**src/pes_pkg.sv**
```systemverilog
package pes_pkg;

  // ----------------------------------------------------------------
  // Register addresses on the management bus
  // ----------------------------------------------------------------
  localparam logic [4:0]  ADDR_INT_MASK  = 5'h12;
  localparam logic [4:0]  ADDR_INT_STAT  = 5'h13;
  localparam logic [4:0]  ADDR_DG_CTRL   = 5'h14;
  localparam logic [4:0]  ADDR_RXERR_CNT = 5'h15;

  // ----------------------------------------------------------------
  // Event status bit positions
  // ----------------------------------------------------------------
  localparam int ST_AN_ERR = 15;
  localparam int ST_SPD    = 14;
  localparam int ST_DUP    = 13;
  localparam int ST_PAGE   = 12;
  localparam int ST_LDN    = 11;
  localparam int ST_LUP    = 10;
  localparam int ST_WOL    = 6;
  localparam int ST_DG     = 5;
  localparam int ST_POL    = 1;
  localparam int ST_JAB    = 0;
  localparam logic [15:0] STAT_IMPL_MASK = 16'hFC63;
  localparam logic [15:0] MASK_RST       = 16'h0000;

  // ----------------------------------------------------------------
  // Downgrade control fields and reset values
  // ----------------------------------------------------------------
  localparam int CT_LATCH     = 11;
  localparam int CT_DG_EN     = 5;
  localparam int CT_RETRY_LSB = 2;
  localparam int CT_BYPASS    = 1;
  localparam logic       LATCH_RST     = 1'b1;
  localparam logic       DG_EN_RST     = 1'b1;
  localparam logic [2:0] RETRY_RST     = 3'h3;
  localparam logic       BYPASS_RST    = 1'b0;
  localparam logic [3:0] ATTEMPT_EXTRA = 4'h2;

  // ----------------------------------------------------------------
  // Speed codes and counter limits
  // ----------------------------------------------------------------
  localparam logic [1:0]  SPEED_10   = 2'h0;
  localparam logic [1:0]  SPEED_100  = 2'h1;
  localparam logic [15:0] RXERR_MAX  = 16'hFFFF;

  // ----------------------------------------------------------------
  // Management frame fields
  // ----------------------------------------------------------------
  localparam logic [5:0] PRE_ONES  = 6'h20;
  localparam logic [4:0] HDR_LAST  = 5'h0D;
  localparam logic [1:0] ST_CODE   = 2'h1;
  localparam logic [1:0] OP_RD     = 2'h2;
  localparam logic [1:0] OP_WR     = 2'h1;
  localparam logic [4:0] DATA_LAST = 5'h0F;

  // ----------------------------------------------------------------
  // Timing
  // ----------------------------------------------------------------
  localparam int CLK_HZ          = 50000000;
  localparam int STAB_TIME_MS    = 2500;
  localparam int STAB_CYCLES_DEF = STAB_TIME_MS * (CLK_HZ / 1000);

  // ----------------------------------------------------------------
  // Types
  // ----------------------------------------------------------------
  typedef struct packed {
    logic an_err;
    logic page_rx;
    logic wol;
    logic pol_rev;
    logic jabber;
  } pes_ev_s;

  typedef struct packed {
    logic       latch;
    logic       dg_en;
    logic [2:0] retry;
    logic       bypass;
  } pes_ctrl_s;

  typedef enum logic [4:0] {
    MS_PRE = 5'b00001,
    MS_HDR = 5'b00010,
    MS_TA  = 5'b00100,
    MS_RD  = 5'b01000,
    MS_WR  = 5'b10000
  } pes_mdio_e;

endpackage : pes_pkg

```
**src/pes_phy_event_status.sv**
```systemverilog
// Operation
// - Mask bit one lets event raise request
// - Bit 15 flags auto-negotiation error
// - Bit 14 flags speed change until read
// - Bit 13 flags duplex change until read
// - Bit 12 flags received negotiation page
// - Bit 11 flags link down until read
// - Bit 10 flags link up until read
// - Bit 6 flags wake magic frame
// - Bit 5 flags automatic speed downgrade
// - Bit 1 flags receive polarity reversal
// - Bit 0 flags 10M transmit jabber
// - Latch bit freezes read value per frame
// - Downgrade enable takes effect after soft reset
// - Attempts before downgrade equal limit plus two
// - Short-lived link counts failed unless bypassed
// - Count each receive error burst that starts while rx_dv_i is high once
// - Error counter saturates, never wraps
// - Error counter counts only at 100M
`timescale 1ns/1ps
module pes_phy_event_status #(
  parameter int STAB_CYCLES = pes_pkg::STAB_CYCLES_DEF
) (
  input  wire logic             clk_i,
  input  wire logic             rst_b_i,
  input  wire logic             soft_rst_i,
  input  wire logic [4:0]       phy_addr_i,
  input  wire logic             mdc_i,
  input  wire logic             mdio_i,
  output logic                  mdio_o,
  output logic                  mdio_oe_o,
  input  wire pes_pkg::pes_ev_s ev_i,
  input  wire logic [1:0]       speed_i,
  input  wire logic             duplex_i,
  input  wire logic             link_i,
  input  wire logic             an_fail_i,
  input  wire logic             rx_er_i,
  input  wire logic             rx_dv_i,
  output logic                  int_o,
  output logic                  dg_en_o,
  output logic                  downgrade_o
);

  generate
    if (STAB_CYCLES < 2) begin : g_chk
      $error("STAB_CYCLES must be at least 2");
    end
  endgenerate

  // ----------------------------------------------------------------
  // Synchronisers
  // ----------------------------------------------------------------
  logic       mdc_s1, mdc_s2, mdc_s3;
  logic       mdio_s1, mdio_s2;
  logic [4:0] addr_s1, addr_s2;
  logic       mdc_rise;

  always_ff @(posedge clk_i) begin
    if (!rst_b_i) begin
      mdc_s1  <= 1'b0;
      mdc_s2  <= 1'b0;
      mdc_s3  <= 1'b0;
      mdio_s1 <= 1'b1;
      mdio_s2 <= 1'b1;
      addr_s1 <= 5'h00;
      addr_s2 <= 5'h00;
    end else begin
      mdc_s1  <= mdc_i;
      mdc_s2  <= mdc_s1;
      mdc_s3  <= mdc_s2;
      mdio_s1 <= mdio_i;
      mdio_s2 <= mdio_s1;
      addr_s1 <= phy_addr_i;
      addr_s2 <= addr_s1;
    end
  end

  assign mdc_rise = mdc_s2 & ~mdc_s3;

  // ----------------------------------------------------------------
  // Register state
  // ----------------------------------------------------------------
  logic [15:0]        mask_r, stat_r, stat_nxt, stat_snap_r, set_vec, rxerr_r;
  pes_pkg::pes_ctrl_s ctrl_r;
  logic               dg_en_act_r;
  logic [1:0]         speed_d_r;
  logic               duplex_d_r, link_d_r, rx_er_d_r, rx_start;
  logic               dg_pulse_r, int_r;

  // ----------------------------------------------------------------
  // Management frame engine
  // ----------------------------------------------------------------
  pes_pkg::pes_mdio_e state_r;
  logic [5:0]         ones_r;
  logic [13:0]        hdr_r, hdr_nxt;
  logic [4:0]         cnt_r, sel_addr;
  logic [15:0]        rd_sh_r, wr_sh_r, live_rdata, rd_src;
  logic               rd_latch_r, rd_done_r, wr_stb_r, mdio_o_r, mdio_oe_r;
  logic               frame_ok, is_rd;

  function automatic logic pick_bit(input logic [15:0] w, input logic [3:0] i);
    return w[i];
  endfunction : pick_bit

  assign hdr_nxt  = {hdr_r[12:0], mdio_s2};
  assign sel_addr = (state_r == pes_pkg::MS_HDR) ? hdr_nxt[4:0] : hdr_r[4:0];
  assign frame_ok = (hdr_nxt[13:12] == pes_pkg::ST_CODE) && (hdr_nxt[9:5] == addr_s2) &&
                    ((hdr_nxt[11:10] == pes_pkg::OP_RD) || (hdr_nxt[11:10] == pes_pkg::OP_WR));
  assign is_rd    = (hdr_r[11:10] == pes_pkg::OP_RD);
  assign rd_src   = rd_latch_r ? rd_sh_r : live_rdata;

  always_comb begin
    unique case (sel_addr)
      pes_pkg::ADDR_INT_MASK:  live_rdata = mask_r;
      pes_pkg::ADDR_INT_STAT:  live_rdata = stat_r;
      pes_pkg::ADDR_DG_CTRL:   live_rdata = {4'h0, ctrl_r.latch, 5'h00, ctrl_r.dg_en,
                                             ctrl_r.retry, ctrl_r.bypass, 1'b0};
      pes_pkg::ADDR_RXERR_CNT: live_rdata = rxerr_r;
      default:                 live_rdata = 16'h0000;
    endcase
  end

  always_ff @(posedge clk_i) begin
    if (!rst_b_i) begin
      state_r     <= pes_pkg::MS_PRE;
      ones_r      <= 6'h00;
      hdr_r       <= 14'h0000;
      cnt_r       <= 5'h00;
      rd_sh_r     <= 16'h0000;
      wr_sh_r     <= 16'h0000;
      rd_latch_r  <= 1'b0;
      rd_done_r   <= 1'b0;
      wr_stb_r    <= 1'b0;
      mdio_o_r    <= 1'b0;
      mdio_oe_r   <= 1'b0;
      stat_snap_r <= 16'h0000;
    end else begin
      rd_done_r <= 1'b0;
      wr_stb_r  <= 1'b0;
      if (mdc_rise) begin
        unique case (state_r)
          pes_pkg::MS_PRE: begin
            if (mdio_s2) begin
              ones_r <= (ones_r == pes_pkg::PRE_ONES) ? ones_r : ones_r + 6'h01;
            end else begin
              ones_r <= 6'h00;
              if (ones_r == pes_pkg::PRE_ONES) begin
                state_r <= pes_pkg::MS_HDR;
                hdr_r   <= 14'h0000;
                cnt_r   <= 5'h01;
              end
            end
          end
          pes_pkg::MS_HDR: begin
            hdr_r <= hdr_nxt;
            if (cnt_r == pes_pkg::HDR_LAST) begin
              cnt_r <= 5'h00;
              if (frame_ok) begin
                state_r <= pes_pkg::MS_TA;
                // Freeze the word at the start of the read
                rd_sh_r     <= live_rdata;
                rd_latch_r  <= ctrl_r.latch;
                stat_snap_r <= stat_r;
              end else begin
                state_r <= pes_pkg::MS_PRE;
              end
            end else begin
              cnt_r <= cnt_r + 5'h01;
            end
          end
          pes_pkg::MS_TA: begin
            if (cnt_r == 5'h00) begin
              cnt_r     <= 5'h01;
              mdio_oe_r <= is_rd;
              mdio_o_r  <= 1'b0;
            end else begin
              cnt_r <= pes_pkg::DATA_LAST;
              if (is_rd) begin
                mdio_o_r <= pick_bit(rd_src, 4'hF);
                state_r  <= pes_pkg::MS_RD;
              end else begin
                state_r <= pes_pkg::MS_WR;
              end
            end
          end
          pes_pkg::MS_RD: begin
            if (cnt_r == 5'h00) begin
              mdio_oe_r <= 1'b0;
              mdio_o_r  <= 1'b0;
              rd_done_r <= 1'b1;
              state_r   <= pes_pkg::MS_PRE;
            end else begin
              cnt_r    <= cnt_r - 5'h01;
              mdio_o_r <= pick_bit(rd_src, cnt_r[3:0] - 4'h1);
            end
          end
          pes_pkg::MS_WR: begin
            wr_sh_r <= {wr_sh_r[14:0], mdio_s2};
            if (cnt_r == 5'h00) begin
              wr_stb_r <= 1'b1;
              state_r  <= pes_pkg::MS_PRE;
            end else begin
              cnt_r <= cnt_r - 5'h01;
            end
          end
        endcase
      end
    end
  end

  assign mdio_o    = mdio_o_r;
  assign mdio_oe_o = mdio_oe_r;

  // ----------------------------------------------------------------
  // Writable registers
  // ----------------------------------------------------------------
  always_ff @(posedge clk_i) begin
    if (!rst_b_i) begin
      mask_r       <= pes_pkg::MASK_RST;
      ctrl_r       <= '{latch: pes_pkg::LATCH_RST, dg_en: pes_pkg::DG_EN_RST,
                        retry: pes_pkg::RETRY_RST, bypass: pes_pkg::BYPASS_RST};
      dg_en_act_r  <= pes_pkg::DG_EN_RST;
    end else begin
      if (wr_stb_r && (hdr_r[4:0] == pes_pkg::ADDR_INT_MASK)) begin
        mask_r <= wr_sh_r & pes_pkg::STAT_IMPL_MASK;
      end
      if (wr_stb_r && (hdr_r[4:0] == pes_pkg::ADDR_DG_CTRL)) begin
        ctrl_r.latch  <= wr_sh_r[pes_pkg::CT_LATCH];
        ctrl_r.dg_en  <= wr_sh_r[pes_pkg::CT_DG_EN];
        ctrl_r.retry  <= wr_sh_r[pes_pkg::CT_RETRY_LSB +: 3];
        ctrl_r.bypass <= wr_sh_r[pes_pkg::CT_BYPASS];
      end
      if (soft_rst_i) begin
        dg_en_act_r <= ctrl_r.dg_en;
      end
    end
  end

  assign dg_en_o = dg_en_act_r;

  // ----------------------------------------------------------------
  // Event status, clear on read
  // ----------------------------------------------------------------
  always_comb begin
    set_vec                   = 16'h0000;
    set_vec[pes_pkg::ST_AN_ERR] = ev_i.an_err;
    set_vec[pes_pkg::ST_SPD]  = (speed_i != speed_d_r);
    set_vec[pes_pkg::ST_DUP]  = (duplex_i != duplex_d_r);
    set_vec[pes_pkg::ST_PAGE] = ev_i.page_rx;
    set_vec[pes_pkg::ST_LDN]  = ~link_i & link_d_r;
    set_vec[pes_pkg::ST_LUP]  = link_i & ~link_d_r;
    set_vec[pes_pkg::ST_WOL]  = ev_i.wol;
    set_vec[pes_pkg::ST_DG]   = dg_pulse_r;
    set_vec[pes_pkg::ST_POL]  = ev_i.pol_rev;
    set_vec[pes_pkg::ST_JAB]  = ev_i.jabber & (speed_i == pes_pkg::SPEED_10);
    stat_nxt = stat_r;
    if (rd_done_r && (hdr_r[4:0] == pes_pkg::ADDR_INT_STAT)) begin
      stat_nxt = stat_r & ~stat_snap_r;
    end
    stat_nxt = (stat_nxt | set_vec) & pes_pkg::STAT_IMPL_MASK;
  end

  always_ff @(posedge clk_i) begin
    if (!rst_b_i) begin
      stat_r     <= 16'h0000;
      speed_d_r  <= pes_pkg::SPEED_10;
      duplex_d_r <= 1'b0;
      link_d_r   <= 1'b0;
      int_r      <= 1'b0;
    end else begin
      stat_r     <= soft_rst_i ? 16'h0000 : stat_nxt;
      speed_d_r  <= speed_i;
      duplex_d_r <= duplex_i;
      link_d_r   <= link_i;
      int_r      <= |(stat_r & mask_r);
    end
  end

  assign int_o = int_r;

  // ----------------------------------------------------------------
  // Speed downgrade retry logic
  // ----------------------------------------------------------------
  logic [31:0] tmr_r;
  logic        tmr_run_r, attempt_fail;
  logic [3:0]  attempts_r, limit;

  assign limit        = {1'b0, ctrl_r.retry} + pes_pkg::ATTEMPT_EXTRA;
  assign attempt_fail = an_fail_i | (tmr_run_r & ~link_i & ~ctrl_r.bypass);

  always_ff @(posedge clk_i) begin
    if (!rst_b_i) begin
      tmr_r      <= 32'h0000_0000;
      tmr_run_r  <= 1'b0;
      attempts_r <= 4'h0;
      dg_pulse_r <= 1'b0;
    end else if (soft_rst_i) begin
      tmr_r      <= 32'h0000_0000;
      tmr_run_r  <= 1'b0;
      attempts_r <= 4'h0;
      dg_pulse_r <= 1'b0;
    end else begin
      dg_pulse_r <= 1'b0;
      if (link_i && !link_d_r) begin
        tmr_r     <= 32'h0000_0000;
        tmr_run_r <= ~ctrl_r.bypass;
        if (ctrl_r.bypass) begin
          attempts_r <= 4'h0;
        end
      end else if (tmr_run_r && link_i) begin
        tmr_r <= tmr_r + 32'h0000_0001;
        if (tmr_r == 32'(STAB_CYCLES - 1)) begin
          tmr_run_r  <= 1'b0;
          attempts_r <= 4'h0;
        end
      end else if (!link_i) begin
        tmr_run_r <= 1'b0;
      end
      if (attempt_fail) begin
        if (attempts_r + 4'h1 >= limit) begin
          attempts_r <= 4'h0;
          dg_pulse_r <= dg_en_act_r & (speed_i != pes_pkg::SPEED_10);
        end else begin
          attempts_r <= attempts_r + 4'h1;
        end
      end
    end
  end

  assign downgrade_o = dg_pulse_r;

  // ----------------------------------------------------------------
  // Receive error counter
  // ----------------------------------------------------------------
  assign rx_start = rx_er_i & ~rx_er_d_r & rx_dv_i;

  always_ff @(posedge clk_i) begin
    if (!rst_b_i) begin
      rx_er_d_r <= 1'b0;
      rxerr_r   <= 16'h0000;
    end else begin
      rx_er_d_r <= rx_er_i;
      if (soft_rst_i || (speed_i != pes_pkg::SPEED_100)) begin
        rxerr_r <= 16'h0000;
      end else if (rx_start && (rxerr_r != pes_pkg::RXERR_MAX)) begin
        rxerr_r <= rxerr_r + 16'h0001;
      end
    end
  end

  // ----------------------------------------------------------------
  // Assertions
  // ----------------------------------------------------------------
  property p_int_mask;
    @(posedge clk_i) disable iff (!rst_b_i)
    1'b1 |=> (int_o == $past(|(stat_r & mask_r)));
  endproperty
  a_int_mask: assert property (p_int_mask) else $error("request does not follow masked status");

  property p_an_err;
    @(posedge clk_i) disable iff (!rst_b_i)
    (ev_i.an_err && !soft_rst_i) |=> stat_r[pes_pkg::ST_AN_ERR];
  endproperty
  a_an_err: assert property (p_an_err) else $error("negotiation error not flagged");

  property p_spd_chg;
    @(posedge clk_i) disable iff (!rst_b_i)
    ($changed(speed_i) && !$past(soft_rst_i) && !soft_rst_i) ##1 !soft_rst_i |-> stat_r[pes_pkg::ST_SPD];
  endproperty
  a_spd_chg: assert property (p_spd_chg) else $error("speed change not flagged");

  property p_link_dn;
    @(posedge clk_i) disable iff (!rst_b_i)
    (!link_i && link_d_r && !soft_rst_i) |=> stat_r[pes_pkg::ST_LDN];
  endproperty
  a_link_dn: assert property (p_link_dn) else $error("link down not flagged");

  property p_link_up;
    @(posedge clk_i) disable iff (!rst_b_i)
    (link_i && !link_d_r && !soft_rst_i) |=> stat_r[pes_pkg::ST_LUP];
  endproperty
  a_link_up: assert property (p_link_up) else $error("link up not flagged");

  property p_set_wins;
    @(posedge clk_i) disable iff (!rst_b_i)
    !soft_rst_i |=> ((stat_r & $past(set_vec)) == $past(set_vec & pes_pkg::STAT_IMPL_MASK));
  endproperty
  a_set_wins: assert property (p_set_wins) else $error("event lost on clearing read");

  property p_rx_inc;
    @(posedge clk_i) disable iff (!rst_b_i)
    (rx_start && !soft_rst_i && (speed_i == pes_pkg::SPEED_100) && (rxerr_r != pes_pkg::RXERR_MAX))
      |=> (rxerr_r == $past(rxerr_r) + 16'h0001);
  endproperty
  a_rx_inc: assert property (p_rx_inc) else $error("error burst not counted");

  property p_rx_sat;
    @(posedge clk_i) disable iff (!rst_b_i)
    ((rxerr_r == pes_pkg::RXERR_MAX) && !soft_rst_i && (speed_i == pes_pkg::SPEED_100))
      |=> (rxerr_r == pes_pkg::RXERR_MAX);
  endproperty
  a_rx_sat: assert property (p_rx_sat) else $error("error counter wrapped");

  property p_rx_zero;
    @(posedge clk_i) disable iff (!rst_b_i)
    (speed_i != pes_pkg::SPEED_100) |=> (rxerr_r == 16'h0000);
  endproperty
  a_rx_zero: assert property (p_rx_zero) else $error("error counter nonzero off 100M");

  property p_rsvd;
    @(posedge clk_i) disable iff (!rst_b_i)
    ((stat_r | mask_r) & ~pes_pkg::STAT_IMPL_MASK) == 16'h0000;
  endproperty
  a_rsvd: assert property (p_rsvd) else $error("reserved status bit set");

  property p_dg_en;
    @(posedge clk_i) disable iff (!rst_b_i)
    !soft_rst_i |=> (dg_en_o == $past(dg_en_o));
  endproperty
  a_dg_en: assert property (p_dg_en) else $error("downgrade enable moved without soft reset");

endmodule : pes_phy_event_status

```
**config.mk**
```make
export PLATFORM = sky130hd
export DESIGN_NAME = pes_phy_event_status
export DESIGN_NICKNAME = d
export VERILOG_FILES = /design/src/pes_pkg.sv /design/src/pes_phy_event_status.sv
export SDC_FILE = /design/constraint.sdc
export NUM_CORES = 1
export LEC_CHECK = 0
export ABC_AREA = 1
export CAP_MARGIN = 10
export CORE_MARGIN = 2
export CORE_UTILIZATION = 30
export CTS_CLUSTER_SIZE = 25
export DETAILED_ROUTE_END_ITERATION = 6
export DONT_BUFFER_PORTS = 1
export PLACE_DENSITY = 0.43
export SLEW_MARGIN = 25
export SYNTH_ARGS = -nofsm -noshare
export SYNTH_HDL_FRONTEND = slang
export SYNTH_SLANG_ARGS = --single-unit
```
**constraint.sdc**
```tcl
create_clock -name clk_i -period 2.71 [get_ports clk_i]
set_input_delay 0.271 -clock clk_i [delete_from_list [all_inputs] [get_ports clk_i]]
set_output_delay 0.271 -clock clk_i [all_outputs]
set_load 0.02 [all_outputs]
```
==> qor.yml <==
run_status:
  status: "completed"
synthesis:
  yosysSeqAreaShare_pct: 42.1
  synth_largest_area_cell: "dfxtp_1"
  synth_common_cells: "nand2_1 (183), dfxtp_1 (178), inv_1 (158)"
  synth_flop_cell: "dfxtp_1"
  synth_area_leaders: "dfxtp_1 (42%), nand2_1 (8.1%), inv_1 (7.0%)"
  ys.warnings.count: 0
  yosysMostFrequentCell: "nand2_1"
  synth-edff-count: 0
  async_reset_ff_share_pct: 0
  synth.distinct_cells: 45
  synth_top_area_share_pct: 42.1
  synthCells: 1176
  synth_seq_cells: 178
  syn_avg_cell_area_sq_um: 7.20
  synth_fp_nets: 1211
  synthesis.area_sq_mm: 0.00847
setup_path:
  critPathKind: "flop to flop"
  critical_path_required_ns: 3.08
  cp.arrival_ns: 2.78
  cp-start-kind: "flop"
  cp_max_fo: 18
  reg2reg_setup_slack_ns: 0.30
  crit_path_end_kind: "flop"
global_route:
  grt_pass1_vias: 7269
  grt_pass1_wl_mm: 38.1
  antenna_found_initial: 0
  grt_max_degree: 69
  grtUsageTotal_pct: 16.5
  grt_remaining_overflow: 0
finish:
  area_growth_pct: 14.6
  drive_gt1_share_pct: 7.15
  num_antenna_cells: 0
  nNetsFinal: 1226
clocking:
  cts_setup_buffers: 0
  insertion_delay_ns: 0.43
  cts-root-buf: "clkbuf_16"
  clock_path_buffers: 2
  clkTransAtPathRegs_ns: 0.07
  cts_sinks: 178
  cts_buffers: 17
  tritoncts: "done"
  ctsHtreeMaxLevel: 4
drt:
  wire_per_inst_um: 14.6
  routed_wl_mm: 23.0
  vias: 7520
  vias_per_cell: 4.76
  drc: 0
  drt_iter0_drc: 519
  dr.pass1.iters: 4
  ant_nets: 0
job:
  drv_cap: 0
sta:
  setup-violations-final: 0
  clock_skew_ns: 0.0122
  tns_ns: 0
  slew_viol_final: 0
  worst_pin_slew_ns: 0.618
  rsz0062_at_grt: "no"
  clock.fmax_ghz: 0.415
  timing.final.ws_setup_ns: 0.298
  fin_crit_sh_pct: 89.0
  slew_headroom_pct: 58.7
  hold_viol: 0
  min_period_ns: 2.41
power:
  p_seq_share_pct: 49.2
  power_switching_w: 0.00121
  internal_power_w: 0.00420
  power_density_mw_per_mm2: 557
  power.leakage_nw: 3.74
  peakVddDrop_mv: 0.382
  p_comb_share_pct: 2.8
  p_sw_share_pct: 22.3
  clockPowerShare_pct: 48.0
place:
  port_buffers: 0
  dp_worst_setup_slack_ns: 0.297
  dp_hpwl_mm: 16.0
  place.gp.congestion: 0.831
floorplan:
  pin_count: 27
  core_area_sq_mm: 0.0278
  start_util_pct: 30.5
  die_h_um: 172
  dieWidth_um: 172
  die_area_sq_mm: 0.0296
  rows: 61
hold_path:
  hp-class: "primary input to flop"
cell type report:
class / instances / area [sq um]
fillers: 3012 / 18100
multi-input cells: 795 / 4130
flip-flops and latches: 178 / 3560
inverters: 166 / 623
well taps: 378 / 473
clock buffers: 20 / 457
repair buffers: 33 / 310
clock inverters: 11 / 153
cells by family after synthesis:
group / count (synthesis) / synth area share, %
adders and majority gates: 13 / 1.92
buffers and inverters: 203 / 9.35
and+or+nand+nor: 513 / 28.5
AOI/OAI and AO/OA: 246 / 15.7
DFF: 178 / 42.1
xor gates and xnor gates: 23 / 2.38
cells in the final DEF (no fill, tap or decap), types with 4 or more instances in the layout:
cell	count
a211oi_1	15
a21oi_1	108
buf_4	15
clkbuf_16	17
dfxtp_1	178
dlygate4sd3_1	17
ha_1	13
inv_1	158
inv_2	5
nand2_1	183
nand2_2	7
nand3_1	69
nand4_1	40
nor2_1	133
nor3_1	36
nor3_2	8
nor3b_1	4
nor4_1	9
o21a_1	5
o21ai_0	94
o21ai_1	7
xnor2_1	9
xor2_1	14
final timing paths:
kind              startpoint      end  cells after the start
hold / removal       rst_b_i    int_o                      2
setup reg to reg  state_r[2]   mdio_o                     16
setup / recovery  state_r[2]   mdio_o                     16
hold reg to reg      mdio_s1  mdio_s2                      1
power groups by stage:
stage | logic, W | registers (W) | clock network (W)
floorplan | 0.0000913 | 0.00271 | 0
global placement | 0.000112 | 0.00272 | 0
detailed placement | 0.000112 | 0.00272 | 0
CTS | 0.000153 | 0.00266 | 0.00268
global route | 0.000171 | 0.00266 | 0.00279
finish | 0.000151 | 0.00266 | 0.00259
what timing repair did:
item / in CTS / in global routing
endpoints found under the setup margin: 0 / 2
hold buffers: 18 / 0
resized for setup: 0 / 2
hold endpoints to repair: 72 / 0
state kept, by name (all words and copies together), names as in the netlist, 2 cells and up:
signal and flops:
rxerr_r 16, stat_r 10, addr_s2 5, ones_r 6, speed_d_r 2, attempts_r 4
rd_sh_r 16, wr_sh_r 16, mask_r 10, cnt_r 5, hdr_r 13, addr_s1 5
ctrl_r 6, stat_snap_r 10, tmr_r 32, state_r 5
worst max-delay path: stages, from the launching register on:
cell,delay [ns]
dfxtp_1,0.42
nor2_4,0.09
nand3_4,0.16
nand2_1,0.11
nand2_4,0.20
inv_2,0.10
nor2_8,0.27
nand3_1,0.16
o21ai_1,0.14
nand2_1,0.07
a21oi_1,0.14
nand2_1,0.07
nand2_1,0.05
nand2_1,0.10
nand2_1,0.08
nand3_1,0.07
a21oi_1,0.11
metrics by stage:
| stage | util (%) | std cells | hold slack [ns] | power [W] | instance area (sq um) |
|---|---|---|---|---|---|
| 2_1_floorplan | - | 1176 | 0.364 | 0.00280 | 8470 |
| 4_1_cts | 34.9 | 1581 | 0.00169 | 0.00549 | 9700 |
| 6_report | 34.9 | 1581 | 0.0232 | 0.00540 | 9710 |
| 5_1_grt | 34.9 | 1581 | 0.000335 | 0.00562 | 9710 |
| 3_5_place_dp | 32.0 | 1532 | 0.369 | 0.00283 | 8890 |
| 3_3_place_gp | 32.0 | 1532 | 0.364 | 0.00283 | 8890 |
metal layers:
layer  vias to the layer above  global-route usage, %  part of all wire (%)
met5                         -                      0                     0
met4                         0                   3.87                  0.96
met3                        13                   3.11                   2.8
met2                        94                   28.8                    49
met1                      3476                   21.0                    48
li1                       3937                      -                     -
Note: power is estimated with default switching activity, not from simulation.
